`config.mk`:
```
export PLATFORM = sky130hd
export DESIGN_NAME = linear_sensor_readout_sequencer
export DESIGN_NICKNAME = d
export VERILOG_FILES = /design/src/inc/sensor_seq_pkg.sv /design/src/linear_sensor_readout_sequencer.sv
export SDC_FILE = /design/constraint.sdc
export NUM_CORES = 1
export LEC_CHECK = 0
export ABC_AREA = 1
export BUFFER_PORTS_ARGS = -buffer_cell sky130_fd_sc_hd__buf_2
export CORE_MARGIN = 1
export CORE_UTILIZATION = 40
export CTS_CLUSTER_SIZE = 24
export DETAILED_ROUTE_END_ITERATION = 10
export GPL_TIMING_DRIVEN = 0
export SYNTH_ARGS = -nofsm -noshare
export SYNTH_HDL_FRONTEND = slang
export SYNTH_HIERARCHICAL = 1
export SYNTH_SLANG_ARGS = --single-unit
```
`constraint.sdc`:
```
create_clock -name REF_CLK -period 2.8 [get_ports REF_CLK]
set_input_delay 0.42 -clock REF_CLK [delete_from_list [all_inputs] [get_ports REF_CLK]]
set_output_delay 0.42 -clock REF_CLK [all_outputs]
set_load 0.05 [all_outputs]
```
`src/inc/sensor_seq_pkg.sv`:
```
// Constants and types shared by the linear sensor readout sequencer
package sensor_seq_pkg;

  // Pixel line geometry
  localparam int NUM_PIXELS = 32;
  localparam int PIX_IDX_W = 6;
  localparam logic [5:0] FIRST_PIXEL = 6'h01;
  localparam logic [5:0] LAST_PIXEL = 6'h20;
  localparam logic [5:0] NO_PIXEL = 6'h00;

  // Pixel at whose rising edge the integration reset is armed
  localparam logic [5:0] CAP_RESET_PIXEL = 6'h02;

  // Sample word width and buffer depth defaults
  localparam int SAMPLE_W = 12;
  localparam int FIFO_DEPTH = 16;

  // Values after reset
  localparam logic HOLD_MAIN_RST = 1'b0;
  localparam logic HOLD_LAST_RST = 1'b0;
  localparam logic CAP_RESET_N_RST = 1'b0;
  localparam logic HOLD_DISCH_N_RST = 1'b0;
  localparam logic PHOTO_CONNECT_RST = 1'b0;

  // Sequencer states
  typedef enum logic [1:0] {
    ST_IDLE = 2'b00,
    ST_READ = 2'b01,
    ST_TRACK = 2'b10
  } seq_state_e;

endpackage

```
`src/linear_sensor_readout_sequencer.sv`:
```
// Readout and integration sequencer for a 32-pixel linear sensor, with sample FIFO
`timescale 1ns/100ps

module sample_fifo #(
  parameter int WIDTH = 18,
  parameter int DEPTH = 16
) (
  // Clock and reset
  input wire logic clk,
  input wire logic rst_n,
  // Fill side
  input wire logic in_valid,
  output logic in_ready,
  input wire logic [WIDTH-1:0] in_data,
  // Drain side
  output logic out_valid,
  input wire logic out_ready,
  output logic [WIDTH-1:0] out_data
);
  localparam int AW = $clog2(DEPTH);

  logic [WIDTH-1:0] mem [DEPTH];
  logic [AW-1:0] wr_ptr_reg;
  logic [AW-1:0] rd_ptr_reg;
  logic [AW:0] count_reg;
  logic [AW:0] count_next;
  logic full_reg;
  logic empty_reg;
  wire push = in_valid && !full_reg;
  wire pop = out_ready && !empty_reg;

  function automatic logic [AW-1:0] ptr_inc(input logic [AW-1:0] p);
    ptr_inc = (p == AW'(DEPTH - 1)) ? '0 : p + 1'b1;
  endfunction

  always_comb begin
    count_next = count_reg;
    if (push && !pop) begin
      count_next = count_reg + 1'b1;
    end else if (pop && !push) begin
      count_next = count_reg - 1'b1;
    end
  end

  always_ff @(posedge clk or negedge rst_n) begin
    if (!rst_n) begin
      wr_ptr_reg <= '0;
      rd_ptr_reg <= '0;
      count_reg <= '0;
      full_reg <= 1'b0;
      empty_reg <= 1'b1;
    end else begin
      if (push) begin
        wr_ptr_reg <= ptr_inc(wr_ptr_reg);
      end
      if (pop) begin
        rd_ptr_reg <= ptr_inc(rd_ptr_reg);
      end
      count_reg <= count_next;
      full_reg <= (count_next == (AW+1)'(DEPTH));
      empty_reg <= (count_next == '0);
    end
  end

  // Storage has no reset; only pointers matter
  always_ff @(posedge clk) begin
    if (push) begin
      mem[wr_ptr_reg] <= in_data;
    end
  end

  assign in_ready = !full_reg;
  assign out_valid = !empty_reg;
  assign out_data = mem[rd_ptr_reg];
endmodule

// Contract
// - After reset discharge integration and hold capacitors; sample-and-hold in sample mode.
// - Start high at a rising sensor clock begins readout and new integration.
// - Main hold asserts at start; last-pixel hold asserts one clock later.
// - Readout of all pixels completes in exactly 32 clock pulses.
// - Integration reset low one period, between second and third falling edges.
// - Main hold drops after pixel 31 read; last hold drops one clock later.
// - Start before 32nd clock restarts at pixel 1, hold capacitors keep values.
// - Beyond 32 clocks without start, pixel 1 is routed without hold.
// - Shutter high disconnects photodiodes; integration voltages held.
// - Shutter low keeps integrating until next start.
// - Held pixel voltages go to analog output in order, one per clock.
module linear_sensor_readout_sequencer #(
  parameter int SAMPLE_WIDTH = sensor_seq_pkg::SAMPLE_W,
  parameter int DEPTH = sensor_seq_pkg::FIFO_DEPTH
) (
  // System clock and reset
  input wire logic REF_CLK,
  input wire logic RESET_N,
  // Controller inputs, synchronous to REF_CLK
  input wire logic SENSOR_CLK,
  input wire logic START_INTEGRATION_IN,
  input wire logic SHUTTER_IN,
  // Pixel array control
  output logic HOLD_SELECT_MAIN,
  output logic HOLD_SELECT_LAST,
  output logic INTEG_CAP_RESET_N,
  output logic HOLD_CAP_DISCHARGE_N,
  output logic PHOTO_CONNECT,
  // Analogue output routing
  output logic [sensor_seq_pkg::PIX_IDX_W-1:0] ANALOG_OUT_SEL,
  output logic ANALOG_OUT_TRACK,
  output logic READOUT_ACTIVE,
  // Digitised level of analog_out
  input wire logic [SAMPLE_WIDTH-1:0] ANALOG_OUT_LEVEL,
  // Sample stream
  output logic SAMPLE_VALID,
  input wire logic SAMPLE_READY,
  output logic [sensor_seq_pkg::PIX_IDX_W+SAMPLE_WIDTH-1:0] SAMPLE_DATA,
  output logic BUFFER_READY,
  output logic SAMPLE_OVERRUN
);
  import sensor_seq_pkg::*;

  localparam int WORD_W = PIX_IDX_W + SAMPLE_WIDTH;

  seq_state_e state_reg;
  seq_state_e state_next;
  logic sclk_prev_reg;
  logic [PIX_IDX_W-1:0] pixel_reg;
  logic [PIX_IDX_W-1:0] pixel_next;
  logic hold_main_reg;
  logic hold_main_next;
  logic hold_last_reg;
  logic hold_last_next;
  logic cap_reset_n_reg;
  logic cap_reset_n_next;
  logic cap_reset_armed_reg;
  logic cap_reset_armed_next;
  logic hold_disch_n_reg;
  logic photo_connect_reg;
  logic overrun_reg;
  logic buf_ready_reg;
  logic track_reg;
  logic active_reg;
  logic fifo_in_ready;
  logic fifo_out_valid;
  logic [WORD_W-1:0] fifo_out_data;

  function automatic logic [PIX_IDX_W-1:0] pixel_after(input logic [PIX_IDX_W-1:0] p);
    pixel_after = p + 1'b1;
  endfunction

  // Edge detection on the controller clock
  wire sclk_rise = SENSOR_CLK && !sclk_prev_reg;
  wire sclk_fall = !SENSOR_CLK && sclk_prev_reg;
  wire start_seen = sclk_rise && START_INTEGRATION_IN;
  wire reading = (state_reg == ST_READ);
  wire restart = start_seen && reading && (pixel_reg != LAST_PIXEL);
  wire at_last = reading && (pixel_reg == LAST_PIXEL);

  // Sample of the pixel presently routed is taken as the index moves on
  wire push_valid = sclk_rise && reading && !restart;
  wire [WORD_W-1:0] push_word = {pixel_reg, ANALOG_OUT_LEVEL};
  wire overrun_event = push_valid && !fifo_in_ready;

  always_comb begin
    state_next = state_reg;
    pixel_next = pixel_reg;
    hold_main_next = hold_main_reg;
    hold_last_next = hold_last_reg;
    if (start_seen) begin
      state_next = ST_READ;
      pixel_next = FIRST_PIXEL;
      if (restart) begin
        // Capacitors already hold the earlier line; leave them held
        hold_main_next = hold_main_reg;
        hold_last_next = hold_last_reg;
      end else begin
        hold_main_next = 1'b1;
        hold_last_next = hold_last_reg;
      end
    end else if (sclk_rise) begin
      case (state_reg)
        ST_READ: begin
          if (pixel_reg == FIRST_PIXEL) begin
            hold_last_next = 1'b1;
          end
          if (at_last) begin
            // Clock 33 ends the run; last hold released a clock after main
            state_next = ST_TRACK;
            pixel_next = FIRST_PIXEL;
            hold_last_next = 1'b0;
          end else begin
            pixel_next = pixel_after(pixel_reg);
            if (pixel_after(pixel_reg) == LAST_PIXEL) begin
              hold_main_next = 1'b0;
            end
          end
        end
        ST_TRACK: begin
          pixel_next = FIRST_PIXEL;
        end
        default: begin
          pixel_next = NO_PIXEL;
        end
      endcase
    end
  end

  // Integration reset: armed at the second rising edge, low from fall 2 to fall 3
  always_comb begin
    cap_reset_n_next = cap_reset_n_reg;
    cap_reset_armed_next = cap_reset_armed_reg;
    if (sclk_rise && state_next == ST_READ && pixel_next == CAP_RESET_PIXEL) begin
      cap_reset_armed_next = 1'b1;
    end
    if (sclk_fall) begin
      if (cap_reset_armed_reg) begin
        cap_reset_n_next = 1'b0;
        cap_reset_armed_next = 1'b0;
      end else begin
        cap_reset_n_next = 1'b1;
      end
    end
  end

  always_ff @(posedge REF_CLK or negedge RESET_N) begin
    if (!RESET_N) begin
      state_reg <= ST_IDLE;
      sclk_prev_reg <= 1'b0;
      pixel_reg <= NO_PIXEL;
      track_reg <= 1'b0;
      active_reg <= 1'b0;
    end else begin
      state_reg <= state_next;
      sclk_prev_reg <= SENSOR_CLK;
      pixel_reg <= pixel_next;
      // State flags registered so the pins carry no decode glitches
      track_reg <= (state_next == ST_TRACK);
      active_reg <= (state_next == ST_READ);
    end
  end

  // Reset values leave both capacitor banks discharged and in sample mode
  always_ff @(posedge REF_CLK or negedge RESET_N) begin
    if (!RESET_N) begin
      hold_main_reg <= HOLD_MAIN_RST;
      hold_last_reg <= HOLD_LAST_RST;
      cap_reset_n_reg <= CAP_RESET_N_RST;
      cap_reset_armed_reg <= 1'b0;
      hold_disch_n_reg <= HOLD_DISCH_N_RST;
    end else begin
      hold_main_reg <= hold_main_next;
      hold_last_reg <= hold_last_next;
      cap_reset_n_reg <= cap_reset_n_next;
      cap_reset_armed_reg <= cap_reset_armed_next;
      hold_disch_n_reg <= 1'b1;
    end
  end

  // Shutter gates the photodiode switch; held charge is untouched
  always_ff @(posedge REF_CLK or negedge RESET_N) begin
    if (!RESET_N) begin
      photo_connect_reg <= PHOTO_CONNECT_RST;
    end else begin
      photo_connect_reg <= !SHUTTER_IN;
    end
  end

  // Overrun sticks until the next start; a new event wins over the clear
  always_ff @(posedge REF_CLK or negedge RESET_N) begin
    if (!RESET_N) begin
      overrun_reg <= 1'b0;
      buf_ready_reg <= 1'b0;
    end else begin
      if (overrun_event) begin
        overrun_reg <= 1'b1;
      end else if (start_seen) begin
        overrun_reg <= 1'b0;
      end
      buf_ready_reg <= fifo_in_ready;
    end
  end

  // Sensor clock cannot be stalled, so a full buffer drops words and flags it
  sample_fifo #(
    .WIDTH(WORD_W),
    .DEPTH(DEPTH)
  ) u_fifo (
    .clk(REF_CLK),
    .rst_n(RESET_N),
    .in_valid(push_valid),
    .in_ready(fifo_in_ready),
    .in_data(push_word),
    .out_valid(fifo_out_valid),
    .out_ready(SAMPLE_READY),
    .out_data(fifo_out_data)
  );

  assign HOLD_SELECT_MAIN = hold_main_reg;
  assign HOLD_SELECT_LAST = hold_last_reg;
  assign INTEG_CAP_RESET_N = cap_reset_n_reg;
  assign HOLD_CAP_DISCHARGE_N = hold_disch_n_reg;
  assign PHOTO_CONNECT = photo_connect_reg;
  assign ANALOG_OUT_SEL = pixel_reg;
  assign ANALOG_OUT_TRACK = track_reg;
  assign READOUT_ACTIVE = active_reg;
  assign SAMPLE_VALID = fifo_out_valid;
  assign SAMPLE_DATA = fifo_out_data;
  assign BUFFER_READY = buf_ready_reg;
  assign SAMPLE_OVERRUN = overrun_reg;
endmodule

```
* Word-level counts from Yosys, hierarchy flattened
Memory sizes are Yosys's and may differ from the RTL's.
Index checks and enable logic that the tools add are counted.
** Word-level totals
- Bits in registers :: 34
- Bits in writable memories :: 288
- Bits of input ports :: 18
- Output and inout bits :: 34
- Logic and storage cells :: 98
- Memories kept :: 1
** Operators by class
- Add/sub/neg operators :: 5
- Equal/unequal tests :: 14
- Muxes and demuxes :: 28
- Bitwise operators :: 1
- Reduce and logical (&&, ||, !) cells :: 31
** Memories
- u_fifo.mem :: words 16, width 18, read ports 1, clocked after memory_dff 0, wr ports 1, line linear_sensor_readout_sequencer.sv:22 : logic [WIDTH-1:0] mem [DEPTH];
** Operators with widths (count)
- 6-bit two-way mux :: 3
- 1-bit two-way mux :: 16
- 1-bit logical AND :: 15
- 6-bit == test, second input constant :: 2
- 6-bit one-hot mux with 2 select lines :: 1
- 5-bit two-way mux :: 2
- 2-bit nonzero test :: 5
- 4-bit by 1-bit adder with 4-bit output, second input constant :: 2
- 4-bit == test, second input constant :: 2
- 1-bit zero test :: 8
- 2-bit two-way mux :: 4
- 4-bit two-way mux :: 2
- 6-bit by 1-bit adder with 6-bit output, second input constant :: 1
- 6-bit by 1-bit == test with 1-bit output, second input constant :: 1
- 6-bit by 2-bit == test with 1-bit output, second input constant :: 1
- 6-bit inequality test, second input constant :: 1
- 5-bit by 1-bit adder with 5-bit output, second input constant :: 1
- 5-bit == test, second input constant :: 1
- 5-bit zero test :: 1
- 5-bit AND reduction :: 1
- 5-bit by 1-bit subtractor with 5-bit output, second input constant :: 1
- 2-bit by 1-bit == test with 1-bit output, second input constant :: 2
- 2-bit == test, second input constant :: 2
- 2-bit inequality test, second input constant :: 2
- other kinds (2) :: 2

* Longest topological paths before layout
- Depth after elaboration :: 13
- Depth in mapped cells :: 15
- Depth with buffers taken out :: 15

* Cells and area by module
Netlist, hierarchy kept.
** By module, submodules not included
- sample_fifo :: times used 1, cells each 955, area an instance 12149.2 um^2, sequential area each 9024.9 um^2
- linear_sensor_readout_sequencer :: times used 1, cells each 126, area an instance 1034.7 um^2, sequential area each 475.5 um^2

* Worst setup path before layout
No wires, ideal clock.
- Path kind :: reg2reg
- Start :: register pixel_reg[0] (netlist: ANALOG_OUT_SEL[0])
- End :: memory u_fifo.mem[11][0], enable pin
- Arrival time :: 2.839 ns
- Setup slack :: -0.432 ns
- Stages on the path, launching flop included :: 12
- Path buffers :: 1
- Cell sequence :: dfrtp_1 -> inv_1 -> ha_1 -> nand2_1 -> inv_1 -> nand3_4 -> a21oi_1 -> inv_1 -> nor2_2 -> buf_2 -> nand2_1 -> nor2_1
** Between the ends
- Cells in the longest elaborated chain, start to end :: 7
** Ends and longest elaborated chain
- from (decl) :: line linear_sensor_readout_sequencer.sv:126 : logic [PIX_IDX_W-1:0] pixel_reg;
- from (signal assigned) :: line linear_sensor_readout_sequencer.sv:234 : pixel_reg <= pixel_next;
- 6-bit inequality test :: line linear_sensor_readout_sequencer.sv:155 : wire restart = start_seen && reading && (pixel_reg != LAST_PIXEL);
- 1-bit logical AND :: line linear_sensor_readout_sequencer.sv:155
- 1-bit zero test :: line linear_sensor_readout_sequencer.sv:159 : wire push_valid = sclk_rise && reading && !restart;
- 1-bit logical AND :: line linear_sensor_readout_sequencer.sv:159
- named net push_valid :: line linear_sensor_readout_sequencer.sv:159
- 1-bit logical AND :: line linear_sensor_readout_sequencer.sv:29 : wire push = in_valid && !full_reg;
- 1-bit two-way mux :: line linear_sensor_readout_sequencer.sv:67 : if (push) begin
- 1-bit two-way mux (not written as such) :: line linear_sensor_readout_sequencer.sv:68 : mem[wr_ptr_reg] <= in_data;
- to (decl) :: line linear_sensor_readout_sequencer.sv:22
The timed path passes the listed nets, and every way through them passes these cells.

* Worst setup path in the final report
- Start :: register u_fifo.rd_ptr_reg[0]
- End :: output port SAMPLE_DATA[13] (netlist bit)
** Between the ends
- Cells in the longest elaborated chain, start to end :: 1
** Ends and longest elaborated chain
- from (decl) :: line linear_sensor_readout_sequencer.sv:24 : logic [AW-1:0] rd_ptr_reg;
- from (signal assigned) :: line linear_sensor_readout_sequencer.sv:57 : rd_ptr_reg <= ptr_inc(rd_ptr_reg);
- memory read 16 x 18 bit
- to (decl) :: line linear_sensor_readout_sequencer.sv:115 : output logic [sensor_seq_pkg::PIX_IDX_W+SAMPLE_WIDTH-1:0] SAMPLE_DATA,
No other way between the ends.

==> results.txt <==
run status -> finished clean
clk_lat worst skew -> 0.51 ns
number of fill cells in the layout -> 2859
library cells used by synthesis -> 33
Max Slew Vio Count -> 0
Syn Area/Cell -> 12.2 sq um
Max-Cap Viols -> 0
clock slew at reported path FFs -> 0.06 ns
overall power -> 16300 uW
cell count after synthesis -> 1081
Post-CTS Hold Buffers -> 0
Root Buffer -> clkbuf_16
die area -> 33700 sq um
critical path capture point type -> output port
Critical Path Start -> u_fifo/rd_ptr_reg[0]
critical path class -> reg -> out
I/O Buffers -> 51
remaining routing DRC violations -> 0
Synth warnings -> 6
H-tree depth -> 2
Max IR drop VDD -> 0.000733 V
reg2reg start -> ANALOG_OUT_SEL[1]
vias in the first global route -> 8527
global-route wire length before repair -> 49800 microns
commonest non-fill, non-tap cells in the layout -> edfxtp_1 (288), nor2_1 (200), o21ai_0 (133)
hold crit path type -> in -> async
pwr dens -> 1040 nW/um^2
Post-synth EDFFs -> 288
Die W -> 184 microns
P&R area growth vs syn -> 19.0%
Worst Tran Pin Value -> 0.834 ns
Final Cell Area -> 15700 sq um
initial antenna violation count -> 0
cell area after synthesis -> 13200 sq um
drt wl/cell -> 19.8 microns
TNS Setup -> 0 ns
smallest hold slack -> 0.0106 ns
gp weighted congestion -> 0.856
fin util -> 0.483
Initial Utilization -> 0.406
Placed Area -> 14000 sq um
minimum clock period -> 2.71 ns
post-DP HPWL -> 20700 microns
I/O pin cnt -> 52
Final ANT Viol Nets -> 0
Flop pwr share -> 0.349
Fin. Hold Viols -> 0
syn_nets -> 1111
most common cell after layout, fill and taps aside -> edfxtp_1
NumNets Final -> 1216
Setup Skew -> 0.0129 ns
Max transition margin -> 0.444
Sink Count -> 322
Die Span Y -> 184 microns
grt ovf -> 0
CTS tree -> yes
diodes inserted -> 0
Worst EP required -> 2.38 ns
area of the multi-input gates -> 3360 sq um
switching power -> 6340 uW
internal power -> 10000 uW
total CTS buffers -> 34
fraction of registers with async set or reset after synthesis -> 0.106
critical-path maximum fanout -> 10
vias per inst -> 5.27
layout cells sized above 1 -> 0.189
final wirelength -> 32700 microns
Fmax -> 369 MHz
RSZ-0062 raised after global routing -> no
nature of the critical path startpoint -> flop
DRT Pass-1 Iters -> 5
number of flip-flops in the largest register -> 288
Final Setup Violations -> 0
Seq/Total Area, Yosys -> 0.721
synthesized flop and latch total -> 322
Cell Rows -> 66
sw frac -> 0.388
Longest Clk Path Bufs -> 3
Clk pwr share -> 0.276
Logic pwr share -> 0.375
Vias -> 8694
sequential cell area -> 9510 sq um
Pleak -> 0.00558 uW
largest net degree at the start of global routing -> 35
1st-iter DRT viols -> 856
Synth Flop Type -> edfxtp_1
WP data arrival -> 2.29 ns
total core area -> 32500 sq um
fin crit share -> 0.967
aggregate global-route resource usage -> 0.198
## area by class of cell
type,count,area share
flip-flops and latches,322,0.606
clock inverters,17,0.0132
clock buffers,41,0.0579
inverters,48,0.0116
well taps,442,0.0353
multi-input cells,656,0.214
plain buffers,55,0.0220
repair buffers,69,0.0400
## cells in the mapped netlist (12+ instances only)
master | number | area [sq um]
edfxtp_1 | 288 | 8650
clkbuf_1 | 20 | 75.1
nand2_1 | 96 | 360
o22ai_1 | 40 | 250
o21ai_1 | 24 | 120
nor2_1 | 216 | 811
o211ai_1 | 37 | 278
ha_1 | 12 | 150
o21ai_0 | 133 | 666
inv_1 | 39 | 146
dfrtp_1 | 33 | 826
nand3_1 | 55 | 275
buf_2 | 20 | 100
## worst max-delay path: stages, from the launching register on
cell	delay [ns]
dfrtp_1	0.40
buf_6	0.16
clkbuf_2	0.25
o21ai_0	0.13
o211ai_1	0.28
nand3_1	0.18
nand3_1	0.12
buf_2	0.27
## final timing paths
path / cells past startpoint / end / slack (ns)
worst max-delay path: 7 / SAMPLE_DATA[13] / 0.09
worst min-delay path: 1 / READOUT_ACTIVE / 0.01
worst max register to register: 12 / u_fifo/mem[9][17] / 0.17
worst min register to register: 2 / HOLD_SELECT_LAST / 0.49
max in group asynchronous: 1 / ANALOG_OUT_SEL[0] / 2.19
min in group REF_CLK: 2 / PHOTO_CONNECT / 0.05
## kinds of logic after synthesis
group	Yosys count	share of synthesized area
compound gates	240	0.102
xor+xnor	3	0.00199
fa+ha+maj	12	0.0114
buf+inv	103	0.0363
flops	322	0.721
other cells	1	0.000284
simple gates	400	0.127
## power by group through the flow
stage          Sequential, uW  Clock, uW  Combinational [uW]
4_1_cts                  5700       4610                5990
3_3_place_gp             5790          0                5720
5_1_grt                  5730       4790                6620
3_5_place_dp             5810          0                5780
2_1_floorplan            5830          0                3910
6_report                 5700       4520                6130
## stage by stage
step                      worst slack (ns)  std cells
after floorplan                     -0.174       1081
after global placement              -0.899       1574
after detailed placement             -1.02       1574
after CTS                          -0.0106       1649
after global routing               0.00554       1650
final                               0.0930       1650
## per-layer routing
| layer | vias up | part of all wire | global-route usage |
|---|---|---|---|
| met5 | - | 0 | 0 |
| met4 | 0 | 0.027 | 0.0680 |
| met3 | 60 | 0.057 | 0.0301 |
| met2 | 296 | 0.48 | 0.325 |
| met1 | 4250 | 0.44 | 0.269 |
| li1 | 4088 | - | - |
## what timing repair did
action / 4_1_cts / 5_1_grt
setup endpoints to repair: 305 / 284
resized for setup: 50 / 29
pin swaps: 15 / 1
gates cloned: 0 / 0
buffers inserted: 17 / 1
Power figures use the tool's default switching activity.
